## src/verilog/cml_pkg.sv

```systemverilog
/*
 * cml_pkg: constants and types for the counter operating mode logic.
 * Assumes a single pclk domain; register map is an APB slave, 32-bit data.
 */
package cml_pkg;
    // register byte offsets
    localparam logic [11:0] CML_OFF_MODE = 12'h000;
    localparam logic [11:0] CML_OFF_LOAD = 12'h004;
    localparam logic [11:0] CML_OFF_HOLD = 12'h008;
    localparam logic [11:0] CML_OFF_CMD = 12'h00C;
    localparam logic [11:0] CML_OFF_STAT = 12'h010;
    localparam logic [11:0] CML_OFF_COUNT = 12'h014;
    // mode register field positions
    localparam int CML_REP_BIT = 5;
    localparam int CML_RLD_BIT = 6;
    localparam int CML_SPG_BIT = 7;
    localparam int CML_GC_LSB = 13;
    localparam int CML_GC_MSB = 15;
    // mode register reset value: count once, no gating
    localparam logic [15:0] CML_MODE_RST = 16'h0800;
    // command register bits
    localparam int CML_CMD_ARM = 0;
    localparam int CML_CMD_DISARM = 1;
    localparam int CML_CMD_LOAD = 2;
    // gate control encodings: 000 none, 100 level, others edge
    localparam logic [2:0] CML_GC_NONE = 3'h0;
    localparam logic [2:0] CML_GC_LEVEL = 3'h4;
    localparam logic [15:0] CML_TC_VAL = 16'h0001;
    localparam logic [15:0] CML_ZERO16 = 16'h0000;

    // three-stage input synchroniser state
    typedef struct packed {
        logic s1;
        logic s2;
        logic s3;
        logic val;
    } cml_sync_t;

    typedef struct packed {
        logic [15:0] mode;
        logic [15:0] load;
        logic [15:0] hold;
        logic [15:0] count;
        logic armed;
        logic run;
        logic pend;
        logic second;
        logic at_tc;
        logic [31:0] prdata;
    } cml_state_t;
endpackage : cml_pkg

```

## src/verilog/cml_counter.sv

```systemverilog
/*
 * cml_counter: one general counter with mode selection, arm/load commands,
 * gate handling and hold capture, reached over APB.
 * Assumes gate and source are asynchronous pins, active high, and source
 * edges are well below pclk/4. Counts down, binary.
 */
`timescale 1ns/100ps
`default_nettype none
// Function
// - mode from gate field and three bits
// - repeat bit clear disarms, set repeats
// - only rising source and gate edges count
// - terminal count always advances next edge
// - mode A counts all edges, gate ignored
// - mode A reloads at terminal, disarms on the next edge
// - mode B counts only while gate active
// - mode B waits arm, reloads, disarms
// - modes N O count once then disarm
// - modes O R X start on gate edge
// - modes N O Q R capture and retrigger
// - modes Q R repeat reloading from load
// - modes S V reload by gate level
// - S counts twice, V repeats, ungated
// - S V gate selects reload only
// - mode X gate captures without reload
// - mode X kept on this revision
// - retrigger: first edge loads, second counts
module cml_counter
    import cml_pkg::*;
(
    input wire logic pclk,
    input wire logic presetn,
    input wire logic psel,
    input wire logic penable,
    input wire logic pwrite,
    input wire logic [11:0] paddr,
    input wire logic [31:0] pwdata,
    output logic [31:0] prdata,
    output logic pready,
    output logic pslverr,
    input wire logic gate_pin,
    input wire logic source_pin,
    output logic tc_out
);
    cml_state_t st_r;
    cml_state_t st_nxt;
    logic tc_r;
    logic tc_nxt;
    logic pready_r;
    logic pslverr_r;
    logic pslverr_nxt;
    logic gate_lvl;
    logic gate_rise;
    logic src_rise;
    logic [2:0] gc;
    logic spg;
    logic rld;
    logic rep;
    logic lvl_gate;
    logic edge_gate;
    logic retrig;
    logic sample_x;
    logic qual;
    logic wr;
    logic rd;
    logic [15:0] cmdw;

    cml_sync u_gate (
        .pclk(pclk),
        .presetn(presetn),
        .pin(gate_pin),
        .level(gate_lvl),
        .rise(gate_rise)
    );

    cml_sync u_src (
        .pclk(pclk),
        .presetn(presetn),
        .pin(source_pin),
        .level(),
        .rise(src_rise)
    );

    // decode from the mode bits only
    assign gc = st_r.mode[CML_GC_MSB:CML_GC_LSB];
    assign spg = st_r.mode[CML_SPG_BIT];
    assign rld = st_r.mode[CML_RLD_BIT];
    assign rep = st_r.mode[CML_REP_BIT];
    // reserved encodings behave as their neighbours
    assign lvl_gate = (gc == CML_GC_LEVEL);
    assign edge_gate = (gc != CML_GC_NONE) && !lvl_gate;
    assign retrig = spg && !rld && (gc != CML_GC_NONE);
    // mode X samples on gate edge
    assign sample_x = spg && rld && rep && edge_gate;
    // level qualification; S V never gated
    assign qual = !lvl_gate || gate_lvl || (spg && rld);

    assign wr = psel && penable && pwrite;
    assign rd = psel && !penable && !pwrite;
    assign cmdw = pwdata[15:0];

    // main sequencing, one step per qualified source edge
    always_comb begin
        st_nxt = st_r;
        tc_nxt = 1'b0;
        pslverr_nxt = 1'b0;
        // gate edge handling, ignored while disarmed
        if (gate_rise && st_r.armed) begin
            if (retrig) begin
                st_nxt.hold = st_r.count;
                st_nxt.pend = 1'b1;
                st_nxt.run = 1'b1;
            end else if (sample_x && st_r.run) begin
                st_nxt.hold = st_r.count;
            end else if (edge_gate) begin
                st_nxt.run = 1'b1;
            end
        end
        if (src_rise) begin
            if (st_r.at_tc) begin
                // leaving terminal count regardless of gating
                // stop and disarm wait for this edge, not the one before
                st_nxt.at_tc = 1'b0;
                if (spg && rld && !edge_gate && !rep) begin
                    // mode S disarms after second terminal
                    st_nxt.second = ~st_r.second;
                    st_nxt.armed = st_r.second ? 1'b0 : st_r.armed;
                end else if (!rep) begin
                    st_nxt.armed = 1'b0;
                end
                // edge modes stop until next edge
                if (edge_gate) begin
                    st_nxt.run = 1'b0;
                end
            end else if (st_r.armed && st_r.run && qual && st_r.pend) begin
                st_nxt.count = st_r.load;
                st_nxt.pend = 1'b0;
            end else if (st_r.armed && st_r.run && qual) begin
                if (st_r.count == CML_TC_VAL) begin
                    tc_nxt = 1'b1;
                    st_nxt.at_tc = 1'b1;
                    // reload source chosen by gate level
                    if (spg && rld && !edge_gate && gate_lvl) begin
                        st_nxt.count = st_r.hold;
                    end else begin
                        st_nxt.count = st_r.load;
                    end
                    // stop and disarm are left to the edge leaving terminal
                end else begin
                    st_nxt.count = st_r.count - CML_TC_VAL;
                end
            end
        end
        // register writes take effect at the access phase
        if (wr) begin
            unique case (paddr)
                CML_OFF_MODE: begin
                    // ignored while armed, to avoid erratic runs
                    if (!st_r.armed) begin
                        st_nxt.mode = cmdw;
                    end
                end
                CML_OFF_LOAD: st_nxt.load = cmdw;
                CML_OFF_CMD: begin
                    if (cmdw[CML_CMD_LOAD]) begin
                        st_nxt.count = st_r.load;
                    end
                    if (cmdw[CML_CMD_ARM]) begin
                        st_nxt.armed = 1'b1;
                        st_nxt.run = !edge_gate;
                        st_nxt.second = 1'b0;
                        st_nxt.pend = 1'b0;
                    end
                    if (cmdw[CML_CMD_DISARM]) begin
                        st_nxt.armed = 1'b0;
                    end
                end
                CML_OFF_HOLD, CML_OFF_STAT, CML_OFF_COUNT: begin
                end
                // unmapped: no effect, the error was raised in setup
                default: begin
                end
            endcase
        end
        // read data captured in setup, shown in access
        if (rd) begin
            unique case (paddr)
                CML_OFF_MODE: st_nxt.prdata = {CML_ZERO16, st_r.mode};
                CML_OFF_LOAD: st_nxt.prdata = {CML_ZERO16, st_r.load};
                CML_OFF_HOLD: st_nxt.prdata = {CML_ZERO16, st_r.hold};
                CML_OFF_STAT: st_nxt.prdata = {28'h0000000, st_r.at_tc,
                    st_r.pend, st_r.run, st_r.armed};
                CML_OFF_COUNT: st_nxt.prdata = {CML_ZERO16, st_r.count};
                default: st_nxt.prdata = 32'h00000000;
            endcase
        end
        // unmapped address flagged in setup, reads and writes alike
        if (psel && !penable) begin
            case (paddr)
                CML_OFF_MODE, CML_OFF_LOAD, CML_OFF_HOLD, CML_OFF_STAT,
                CML_OFF_COUNT, CML_OFF_CMD: begin
                end
                default: pslverr_nxt = 1'b1;
            endcase
        end
    end

    always_ff @(posedge pclk or negedge presetn) begin
        if (!presetn) begin
            st_r <= '0;
            st_r.mode <= CML_MODE_RST;
            tc_r <= 1'b0;
            pready_r <= 1'b0;
            pslverr_r <= 1'b0;
        end else begin
            st_r <= st_nxt;
            tc_r <= tc_nxt;
            pready_r <= psel && !penable;
            pslverr_r <= psel && !penable && pslverr_nxt;
        end
    end

    assign prdata = st_r.prdata;
    assign pready = pready_r;
    assign pslverr = pslverr_r;
    assign tc_out = tc_r;

    // a terminal count is left on the very next source edge
    a_tc_leaves: assert property (@(posedge pclk) disable iff (!presetn)
        st_r.at_tc && src_rise |=> !st_r.at_tc)
        else $error("counter stayed at terminal count");
    a_once_disarm: assert property (@(posedge pclk) disable iff (!presetn)
        st_r.at_tc && src_rise && !rep && !(spg && rld) && !wr
        |=> !st_r.armed)
        else $error("count-once mode still armed after terminal");
    a_rep_armed: assert property (@(posedge pclk) disable iff (!presetn)
        tc_r && rep && !$past(wr) |-> st_r.armed)
        else $error("repeating mode disarmed itself");
    a_no_count_disarm: assert property (@(posedge pclk) disable iff (!presetn)
        !st_r.armed && !st_r.at_tc && !wr |=> $stable(st_r.count))
        else $error("disarmed counter changed its count");
    a_level_gate: assert property (@(posedge pclk) disable iff (!presetn)
        lvl_gate && !(spg && rld) && !gate_lvl && !st_r.at_tc && !wr
        |=> $stable(st_r.count))
        else $error("counted with gate inactive");
    a_retrig_hold: assert property (@(posedge pclk) disable iff (!presetn)
        gate_rise && st_r.armed && retrig |=> st_r.hold == $past(st_r.count)
        && st_r.pend)
        else $error("retrigger did not capture count");
    a_x_sample: assert property (@(posedge pclk) disable iff (!presetn)
        gate_rise && st_r.armed && st_r.run && sample_x && !src_rise
        |=> st_r.hold == $past(st_r.count) && !st_r.pend)
        else $error("sampling mode failed to capture");
    a_mode_locked: assert property (@(posedge pclk) disable iff (!presetn)
        st_r.armed && wr && paddr == CML_OFF_MODE |=> $stable(st_r.mode))
        else $error("mode changed while armed");
    a_pready_one: assert property (@(posedge pclk) disable iff (!presetn)
        psel && !penable |=> pready)
        else $error("apb answer late");
    a_tc_disarm_late: assert property (
        @(posedge pclk) disable iff (!presetn)
        tc_r && $past(st_r.armed) && !$past(wr) |-> st_r.armed)
        else $error("counter disarmed on reaching terminal count");
    a_tc_pulse: assert property (
        @(posedge pclk) disable iff (!presetn)
        tc_r |=> !tc_r)
        else $error("terminal pulse longer than one cycle");
    a_edge_waits: assert property (
        @(posedge pclk) disable iff (!presetn)
        edge_gate && !st_r.run && !st_r.at_tc && !wr
        |=> $stable(st_r.count))
        else $error("edge-gated counter counted before its trigger");
    a_edge_stop: assert property (
        @(posedge pclk) disable iff (!presetn)
        st_r.at_tc && src_rise && edge_gate && !gate_rise && !wr
        |=> !st_r.run)
        else $error("edge-gated counter kept running past terminal");
    a_hold_gate: assert property (
        @(posedge pclk) disable iff (!presetn)
        !gate_rise |=> $stable(st_r.hold))
        else $error("hold register changed without a gate edge");
    a_reload_hold: assert property (
        @(posedge pclk) disable iff (!presetn)
        spg && rld && !edge_gate && gate_lvl && src_rise && !st_r.at_tc
        && st_r.armed && st_r.run && !st_r.pend
        && st_r.count == CML_TC_VAL && !wr
        |=> st_r.count == $past(st_r.hold))
        else $error("terminal count did not reload from hold");
    a_s_first: assert property (
        @(posedge pclk) disable iff (!presetn)
        st_r.at_tc && src_rise && spg && rld && !edge_gate && !rep
        && !st_r.second && !wr
        |=> st_r.second && st_r.armed == $past(st_r.armed))
        else $error("twice mode disarmed after its first terminal");
    a_sv_ungated: assert property (
        @(posedge pclk) disable iff (!presetn)
        spg && rld && src_rise && !st_r.at_tc && st_r.armed && st_r.run
        && !st_r.pend && st_r.count != CML_TC_VAL && !wr
        |=> st_r.count == $past(st_r.count) - CML_TC_VAL)
        else $error("gate stopped counting in a reload-select mode");
    a_x_no_reload: assert property (
        @(posedge pclk) disable iff (!presetn)
        gate_rise && st_r.armed && st_r.run && sample_x && !src_rise && !wr
        |=> st_r.count == $past(st_r.count) && st_r.run)
        else $error("sampling gate edge disturbed the count");
    a_pend_load: assert property (
        @(posedge pclk) disable iff (!presetn)
        src_rise && !st_r.at_tc && st_r.pend && st_r.armed && st_r.run
        && qual && !gate_rise && !wr
        |=> st_r.count == $past(st_r.load) && !st_r.pend)
        else $error("retrigger did not load on first source edge");
    a_arm_cmd: assert property (
        @(posedge pclk) disable iff (!presetn)
        wr && paddr == CML_OFF_CMD && cmdw[CML_CMD_ARM]
        && !cmdw[CML_CMD_DISARM] |=> st_r.armed && !st_r.pend)
        else $error("arm command did not arm the counter");
    a_disarm_cmd: assert property (
        @(posedge pclk) disable iff (!presetn)
        wr && paddr == CML_OFF_CMD && cmdw[CML_CMD_DISARM] |=> !st_r.armed)
        else $error("disarm command did not disarm the counter");
    a_load_cmd: assert property (
        @(posedge pclk) disable iff (!presetn)
        wr && paddr == CML_OFF_CMD && cmdw[CML_CMD_LOAD]
        |=> st_r.count == $past(st_r.load))
        else $error("load command did not copy the load register");

    c_tc_seen: cover property (@(posedge pclk) tc_r);
    c_retrig: cover property (@(posedge pclk) gate_rise && retrig && st_r.armed);
    c_sample: cover property (@(posedge pclk) gate_rise && sample_x && st_r.run);
    c_second: cover property (@(posedge pclk) tc_r && st_r.second);
    c_s_disarm: cover property (@(posedge pclk) st_r.at_tc && src_rise
        && st_r.second);
endmodule // cml_counter
`default_nettype wire

```

## src/verilog/cml_sync.sv

```systemverilog
/*
 * cml_sync: three-flop pin synchroniser with agreement filter and
 * rising-edge pulse. Assumes the pin is asynchronous to pclk.
 */
`timescale 1ns/100ps
`default_nettype none
module cml_sync
    import cml_pkg::*;
(
    input wire logic pclk,
    input wire logic presetn,
    input wire logic pin,
    output logic level,
    output logic rise
);
    cml_sync_t st_r;
    cml_sync_t st_nxt;
    logic rise_r;
    logic rise_nxt;

    // accept a change only when stages two and three agree
    always_comb begin
        st_nxt = st_r;
        st_nxt.s1 = pin;
        st_nxt.s2 = st_r.s1;
        st_nxt.s3 = st_r.s2;
        rise_nxt = 1'b0;
        if (st_r.s2 == st_r.s3) begin
            st_nxt.val = st_r.s3;
            rise_nxt = st_r.s3 & ~st_r.val;
        end
    end

    always_ff @(posedge pclk or negedge presetn) begin
        if (!presetn) begin
            st_r <= '0;
            rise_r <= 1'b0;
        end else begin
            st_r <= st_nxt;
            rise_r <= rise_nxt;
        end
    end

    assign level = st_r.val;
    assign rise = rise_r;

    a_rise_single: assert property (@(posedge pclk) disable iff (!presetn)
        rise |=> !rise) else $error("edge pulse longer than one cycle");
endmodule // cml_sync
`default_nettype wire
```

## config.mk

```make
export PLATFORM = sky130hd
export DESIGN_NAME = cml_counter
export DESIGN_NICKNAME = d
export VERILOG_FILES = /design/src/verilog/cml_pkg.sv /design/src/verilog/cml_counter.sv /design/src/verilog/cml_sync.sv
export SDC_FILE = /design/constraint.sdc
export NUM_CORES = 1
export LEC_CHECK = 0
export ABC_AREA = 0
export BUFFER_PORTS_ARGS = -buffer_cell sky130_fd_sc_hd__buf_2
export CORE_AREA = 3 3 104 106
export DETAILED_ROUTE_END_ITERATION = 6
export DIE_AREA = 0 0 107 109
export PLACE_DENSITY = 0.77
export SLEW_MARGIN = 40
export SYNTH_ARGS = -nofsm -noshare
export SYNTH_HDL_FRONTEND = slang
export SYNTH_HIERARCHICAL = 1
export SYNTH_SLANG_ARGS = --single-unit
```

## constraint.sdc

```tcl
create_clock -name pclk -period 3 [get_ports pclk]
set_input_delay 0.45 -clock pclk [delete_from_list [all_inputs] [get_ports pclk]]
set_output_delay 0.45 -clock pclk [all_outputs]
set_load 0.01 [all_outputs]
```

==> results of run 1 <==
-- cell usage after synthesis, types with 2 or more instances --
master / count
a211oi_1: 6
a21oi_1: 38
a221o_1: 3
a22oi_1: 20
a31oi_1: 3
a32oi_1: 9
and2_1: 6
and3_1: 9
and3b_2: 2
and4b_1: 2
buf_1: 2
buf_2: 7
buf_4: 32
buf_6: 2
clkbuf_1: 20
dfrtp_1: 97
ha_1: 2
inv_1: 7
maj3_2: 2
mux2_1: 10
mux2_2: 33
mux2_4: 10
mux2i_1: 15
nand2_1: 26
nand2b_1: 3
nand3_1: 23
nand3b_1: 2
nand4_1: 5
nor2_1: 32
nor2b_1: 2
nor3_1: 4
nor3b_1: 4
nor4_2: 2
nor4_4: 2
nor4b_1: 2
o211ai_1: 3
o21a_1: 4
o21ai_0: 36
o21ai_1: 2
o22ai_1: 4
o31ai_1: 12
or2_2: 2
xnor2_1: 2
-- stage by stage --
stage / power [mW] / std cells / instance area, um2
final: 3.17 / 707 / 5950
after global routing: 3.33 / 707 / 5950
after CTS: 3.17 / 707 / 5950
after detailed placement: 2.31 / 691 / 5750
after global placement: 2.28 / 691 / 5750
after floorplan: 2.11 / 547 / 5540
-- how the worst max path moves through the flow --
stage / endpoint / cells past startpoint
floorplan: gc[1] / 6
global placement: st_r[80] / 6
detailed placement: st_r[81] / 6
CTS: st_r[37] / 6
global route: st_r[49] / 7
finish: st_r[37] / 6
-- area by class of cell --
class | count | share of cell area [%]
inverter | 7 | 0.442
timing repair buffer | 74 | 7.21
tap | 133 | 2.80
clock inverter | 7 | 1.18
clock buffer | 9 | 2.08
sequential | 98 | 41.2
multi-input combinational | 379 | 45.0
-- metal layers --
layer,part of all wire [%],wire length (um),up-vias,GRT usage (%)
met4,3.6,519,0,11.0
met1,40,5640,2197,32.6
li1,-,-,2007,-
met3,8.3,1190,44,4.91
met2,48,6880,265,39.5
met5,0,0,-,0
-- registers in the layout, summed over array words and instances, names as in the netlist, 2 cells and up --
name,count
gc,3
u_src/st_nxt,2
st_r,63
prdata,16
u_gate/st_nxt,2
-- kinds of logic (layout without fill, tap and decap cells) --
kind of cell             after synthesis  in the layout  synth area share [%]
flip-flops                            98             98                  44.8
AND/OR/NAND/NOR                      142            142                  15.2
AO/OA/AOI/OAI                        146            146                  16.9
multiplexers                          68             68                  14.3
adder cells (fa/ha/maj)                4              4                 0.867
XOR/XNOR                               3              3                 0.480
other                                  1             16                0.0684
buffers and inverters                 70             97                  7.42
-- critical path: stages (launching register included) --
cell,delay (ns)
dfrtp_1,0.54
ha_1,0.22
nor4b_2,0.48
and4_1,0.53
nor2_1,0.10
a221o_1,0.37
a21oi_1,0.17
-- power breakdown --
part	total, mW	switching (mW)	internal [mW]
sequential	1.65	0.204	1.44
clock	0.859	0.531	0.328
combinational	0.664	0.370	0.294
total	3.17	1.11	2.07
==> metrics, run 1 <==
starting density of the core a little under three fifths; die footprint 11,700 um2; hold_buf cts 0; library cells used by synthesis 66; Primary FF master, synth dfrtp_1; outcome finished, final reports clean; Reg2Reg Launch Point st_r[37]; Reg area about 2500 um2; vias in the first global route between 4k and 5k; global-route wire length before repair ~23,000 um; routed len/inst just over 20 um; Yosys Warn Count 6; Layout area overhead 8.54%; vias per cell 6.38; post-synthesis sequential area ratio 44.8%; placer congestion estimate roughly 0.94; setup TNS 0 ns; Clock Skews between 0.01 and 0.015 ns; worst path arrival time roughly 2.8 ns; CTS buffer count 9; largest net degree at the start of global routing 76; fill count a little over 800; EDFF count, synth 0; Critical Path Start Type flop; top cell type's share of synthesized area between 40% and 50%; Max Slew Vio Count 0; antenna violations before repair 0; postcts setup bufs 0; post-CTS resize count 0; Residual DRC 0; reported max-cap violation count 0; number of H-tree levels 3; Hold Vio Cnt, Final 0; final worst slack about 0.52 ns; area of the mapped netlist about 5500 um2; Slew headroom a little over half; Clock Latency Late Sink 0.38 ns; Die H 109 um; syn_area_per_cell slightly above 10 um2; Final Critical Period 2.48 ns; PwrDens 533 nW/um2; final core occ 60.3%; DR vias 4,513; RSZ-0062 raised after global routing false; CTS max path bufs 2; CP max FO 8; Core ar. a little under 10,000 um2; Reg-to-Reg End st_r[37]; Max VDD drop between 200 and 300 uV; worst setup path startpoint st_r[37]; clock-pin slew on the worst setup and hold paths 0.10 ns; DP HPWL 9970 um; Nets between 600 and 700; Yosys top cell by area dfrtp_1; GRT Total Usage around 25%; dpl ws around 0.68 ns; Post-Syn Instances ~530; GRT overflow 0; DR iter-0 viols between 400 and 500; IO buf count 53; Yosys reg bits roughly 100; total wire length roughly 14,000 um; Period Utilization, post-route 82.6%; most frequent cells in the layout dfrtp_1, buf_2, a21oi_1; Post-synth ARST share 100%; crit path capture type flop; CTS tree done; Initial DRT Pass Iterations 7; P_leak around 2.8 nW; layout cell share with drive strength beyond 1 between 20% and 30%; clk sink count just under 100; multi-input combinational cell area 2680 um2; CTS root buffer clkbuf_8; R2R Setup Slk roughly 0.52 ns; commonest non-fill, non-tap cell in the layout dfrtp_1; Reg2Reg Depth 6; Die Wd between 100 and 150 um; Tightest Pin Transition slightly above 0.7 ns; Worst Setup Path Type flop to flop; Rows 36; # setup viols final 0; min-delay worst type primary input to async pin; antenna viol nets, final 0; Fmax about 400 MHz; tightest hold margin about 0.067 ns; number of diodes 0; CP required 3.30 ns; Ports 86; Synth area leaders dfrtp_1, mux2_2, buf_4, a21oi_1, o21ai_0
No activity file was read; power rests on OpenSTA's default activity.
==> run 2: changes to the inputs <==
- CORE_AREA: 3 3 104 106 -> 3 3 107 109
- DIE_AREA: 0 0 107 109 -> 0 0 110 112
- PLACE_DENSITY: 0.77 -> 0.76
- clock period: 3 -> 2.21 ns (I/O delays scaled with it)
==> metrics, run 2 (synthesis results as in run 1) <==
outcome finished, final reports clean; Worst Setup Path Type flop to flop; Post-Layout Inst Area 6260 um2 (+5.2%); number of buffers and inverters on the critical path 1 (+1); worst path arrival time 2.41 ns (-0.37 ns); internal power 3.02 mW (+46%); largest register by flop count st_r; switch share 33.6% (-1.3 points); antenna violations before repair 0 (unchanged); total power 4.54 mW (+43%); CTS buffer count 9 (unchanged); Core ar. 10,700 um2 (+8.4%); Die Wd 110 um (+2.8%); Layout area overhead 14.2%; # setup viols final 0 (unchanged); Initial DRT Pass Iterations 6 (-1); PwrDens 726 nW/um2 (+36%); Combinational Power Share 24.6% (+3.7 points); CP max FO 5 (-3); Rows 38 (+5.6%); Max stage delay on crit path 0.52 ns (-0.02 ns); Slew headroom 55.2% (+2.7 points); Placed Cells 726 (+5.1%); GRT overflow 0 (unchanged); number of diodes 0 (unchanged); Nets 652 (+4.8%); Final Critical Period 2.14 ns (-0.334 ns); placer congestion estimate 0.980 (+4.5%); commonest non-fill, non-tap cell in the layout dfrtp_1; CTS max path bufs 2 (unchanged); DR iter-0 viols 287 (-31%); global-route wire length before repair 23,600 um (+4.6%); Tightest Pin Transition 0.669 ns (-0.0443 ns); CP required 2.48 ns (-0.82 ns); clock share of power 28.0% (+0.9 points); Die H 112 um (+2.8%); DR vias 4,596 (+1.8%); clock-pin slew on the worst setup and hold paths 0.11 ns (about the same); crit path max-delay cell type or3b_2; DP Area 6010 um2 (+4.4%); delay-heaviest family, CP simple AND/OR/NAND/NOR gates; most frequent cells in the layout dfrtp_1, buf_2, buf_4; GRT Total Usage 24.4% (-0.21 points); crit-path cells inv_1 -> ha_1 -> or3b_2 -> nor3_1 -> o31ai_1 -> and3_1 -> a221o_1; RSZ-0062 raised after global routing false; IO buf count 53 (unchanged); CTS tree done; reported max-cap violation count 0 (unchanged); Max VDD drop 483 uV (+80%); fill count 915 (+14%); Period Utilization, post-route 97.0% (+14 points); setup TNS 0 ns (unchanged); total wire length 14,800 um (+4.1%); Hold Vio Cnt, Final 0 (unchanged); DP HPWL 10,600 um (+5.8%); die footprint 12,300 um2 (+5.6%); Finished Layout Cells 744 (+5.2%); max FFs per register 63 (unchanged); P_sw 1.52 mW (+38%); Max Slew Vio Count 0 (unchanged); clk sink count 98 (unchanged); Residual DRC 0 (unchanged); Fmax 467 MHz (+16%); Clock Skews 0.0162 ns (+0.00291 ns); CTS root buffer clkbuf_8; vias in the first global route 4,622 (+5.3%); number of H-tree levels 3 (unchanged); Critical Path Start Type flop; routed len/inst 19.9 um (-1.1%); sequential share of power 47.4% (-4.6 points); starting density of the core 51.2% (-4.3 points); Ports 86 (unchanged); min-delay worst type primary input to flop; crit path capture type flop; Clock Latency Late Sink 0.38 ns (about the same); P_leak 2.93 nW (+6.3%); layout cell share with drive strength beyond 1 30.1% (+3.8 points); antenna viol nets, final 0 (unchanged); largest net degree at the start of global routing 44 (-42%); vias per cell 6.18 (-3.2%); tightest hold margin 0.0537 ns (-0.0133 ns)
==> run 2: cell count changes in the layout (fill, tap and decap cells not counted), moves of 2 or more <==
cell,before,now
buf_4,21,48
buf_12,0,3
clkinv_4,0,2
inv_6,3,1
==> run 2: worst paths after layout <==
| check | startpoint | slack [ns] | cells past startpoint | to |
|---|---|---|---|---|
| worst max-delay path | st_r[38] | 0.07 | 7 | st_r[43] |
| worst min-delay path | gate_pin | 0.05 | 1 | u_gate/st_nxt[2] |
| worst max register to register | st_r[38] | 0.07 | 7 | st_r[43] |
| worst min register to register | u_gate/st_nxt[2] | 0.37 | 0 | u_gate/st_nxt[1] |
| max in group asynchronous | presetn | 1.07 | 3 | st_r[74] |
| min in group asynchronous | presetn | 0.51 | 2 | st_r[37] |
==> run 2: final cells by class <==
cell class	instances	area (um2)	share of cell area [%]
Clock inverter	7	95.1	1.52
Inverter	7	26.3	0.420
Clock buffer	9	124	1.98
Tap cell	140	175	2.80
Sequential cell	98	2450	39.2
Multi-Input combinational cell	379	2690	43.0
Timing Repair Buffer	104	691	11.0
==> run 2: per-stage QoR <==
stage                     util (%)  setup slack [ns]
after global placement        56.2            0.0413
after CTS                     58.3            0.0238
after global routing          58.5            0.0138
after floorplan                  -             0.144
after detailed placement      56.2            0.0363
final                         58.5            0.0669
==> run 2: repair_timing <==
| action | in CTS | in global routing |
|---|---|---|
| setup buffers | 0 | 1 |
| hold buffers | 1 | 0 |
| hold endpoints to repair | 35 | 0 |
| resized for setup | 0 | 4 |
| setup endpoints to repair | 0 | 11 |
==> run 2: power by group through the flow <==
| stage | logic, mW | clock network [mW] | registers, mW |
|---|---|---|---|
| 6_report | 1.12 | 1.27 | 2.15 |
| 5_1_grt | 1.23 | 1.36 | 2.17 |
| 4_1_cts | 1.10 | 1.30 | 2.14 |
| 3_5_place_dp | 1.09 | 0 | 2.17 |
| 3_3_place_gp | 1.05 | 0 | 2.16 |
| 2_1_floorplan | 0.724 | 0 | 2.14 |
==> run 2: per-layer routing <==
layer  track usage [%]  wire length [um]
met1              32.3              5900
met5                 0                 0
met2              40.0              7310
met4              9.14               484
met3              4.17              1120
==> run 3: changes to the inputs <==
- RECOVER_POWER: default -> 25
- SLEW_MARGIN: 40 -> default
==> metrics, run 3 (synthesis results as in run 1) <==
DP HPWL 10,600 um (unchanged); fill count 920 (+0.55%); CTS tree done; multi-input combinational cell area 2690 um2 (about the same); sequential share of power 47.4% (about the same); crit path capture type flop; Die H 112 um (unchanged); CP max FO 5 (unchanged); internal power 3.01 mW (-0.13%); Slew headroom 22.8% (-32 points); Metal-1 WL 5930 um (+0.39%); vias in the first global route 4,622 (unchanged); Tightest Pin Transition 1.16 ns (+0.489 ns); Combinational Power Share 24.5% (about the same); Fmax 468 MHz (+0.22%); Layout area overhead 13.8%; min-delay worst type primary input to flop; worst path arrival time 2.40 ns (about the same); Core ar. 10,700 um2 (unchanged); Die Wd 110 um (unchanged); RSZ-0062 raised after global routing false; Rows 38 (unchanged); number of H-tree levels 3 (unchanged); # setup viols final 0 (unchanged); clock share of power 28.1% (about the same); final worst slack 0.0716 ns (+0.00475 ns); clk sink count 98 (unchanged); placer congestion estimate 0.980 (unchanged); CTS buffer count 9 (unchanged); highest routed layer met4; reported max-cap violation count 0 (unchanged); largest register by flop count st_r; starting density of the core 51.2% (unchanged); Max VDD drop 485 uV (+0.33%); antenna violations before repair 0 (unchanged); DP Area 6010 um2 (unchanged); Residual DRC 0 (unchanged); commonest non-fill, non-tap cell in the layout dfrtp_1; outcome finished, final reports clean; clock-pin slew on the worst setup and hold paths 0.12 ns (about the same); dpl ws 0.0363 ns (unchanged); CP required 2.47 ns (about the same); CTS max path bufs 2 (unchanged); WL met3 1110 um (-0.18%); Period Utilization, post-route 96.8% (-0.21 points); Hold Vio Cnt, Final 0 (unchanged); antenna viol nets, final 0 (unchanged); Critical Path Start Type flop; setup TNS 0 ns (unchanged); met2 wire length 7330 um (+0.29%); GRT Total Usage 24.4% (unchanged); GRT overflow 0 (unchanged); Clock Skews 0.0169 ns (+0.000754 ns); DR vias 4,628 (+0.70%); tightest hold margin 0.0588 ns (+0.00502 ns); number of diodes 0 (unchanged); max FFs per register 63 (unchanged); PwrDens 727 nW/um2 (+0.21%); layout cell share with drive strength beyond 1 29.6% (-0.50 points); DR iter-0 viols 283 (-1.4%); largest net degree at the start of global routing 44 (unchanged); P_leak 2.92 nW (-0.35%); CTS root buffer clkbuf_8; IO buf count 53 (unchanged); Worst Setup Path Type flop to flop; most frequent cells in the layout dfrtp_1, buf_2, buf_4; Final Critical Period 2.14 ns (-0.00475 ns); routed len/inst 20.0 um (+0.23%); Reg area 2450 um2 (unchanged); P_sw 1.52 mW (unchanged); total wire length 14,800 um (+0.23%); Post-Layout Inst Area 6240 um2 (-0.30%); global-route wire length before repair 23,600 um (unchanged); switch share 33.6% (about the same); Ports 86 (unchanged); Initial DRT Pass Iterations 5 (-1); vias per cell 6.22 (+0.70%); Clock Latency Late Sink 0.37 ns (about the same); die footprint 12,300 um2 (unchanged); Nets 652 (unchanged); Max Slew Vio Count 0 (unchanged)
## run 3: final cells by class
class / count / area share [%]
multi-input cells: 379 / 43.1
clock buffers: 9 / 1.99
well taps: 140 / 2.81
inverters: 7 / 0.421
flip-flops and latches: 98 / 39.3
clock inverters: 7 / 1.52
repair buffers: 104 / 10.8
## run 3: what timing repair did
item	in CTS	in global routing
setup endpoints to repair	0	11
resized for setup	0	4
hold endpoints to repair	35	0
buffers inserted	0	1
hold buffers	1	0
## run 3: through the flow
step | std cells | power (mW) | utilization (%)
after floorplan | 547 | 2.87 | -
after global placement | 726 | 3.21 | 56.2
after detailed placement | 726 | 3.26 | 56.2
after CTS | 743 | 4.53 | 58.3
after global routing | 744 | 4.75 | 58.3
final | 744 | 4.54 | 58.3
## run 3: power by group through the flow
stage / clock, mW / sequential (mW) / combinational [mW]
2_1_floorplan: 0 / 2.14 / 0.724
3_3_place_gp: 0 / 2.16 / 1.05
3_5_place_dp: 0 / 2.17 / 1.09
4_1_cts: 1.30 / 2.14 / 1.10
5_1_grt: 1.36 / 2.17 / 1.22
6_report: 1.27 / 2.15 / 1.11
## run 3: worst max-delay path, cell delays in order, from the launching register on
cell and delay [ns]:
dfrtp_1 0.45, inv_1 0.12, ha_1 0.23, or3b_2 0.52, nor3_1 0.19, o31ai_1 0.08
and3_1 0.18, a221o_1 0.26
## run 3: layer usage
metal	vias up	global-route usage (%)
met3	51	4.17
met2	228	40.0
met4	0	9.14
met5	-	0
li1	2058	-
met1	2291	32.3
## run 3: final timing paths
path / to / slack, ns / from / cells past startpoint
max: st_r[43] / 0.07 / st_r[38] / 7
min: u_gate/st_nxt[2] / 0.06 / gate_pin / 1
max reg2reg: st_r[43] / 0.07 / st_r[38] / 7
min reg2reg: u_src/st_nxt[1] / 0.37 / u_src/st_nxt[2] / 0
max in group asynchronous: st_r[59] / 0.33 / presetn / 3
min in group asynchronous: st_r[37] / 0.72 / presetn / 2
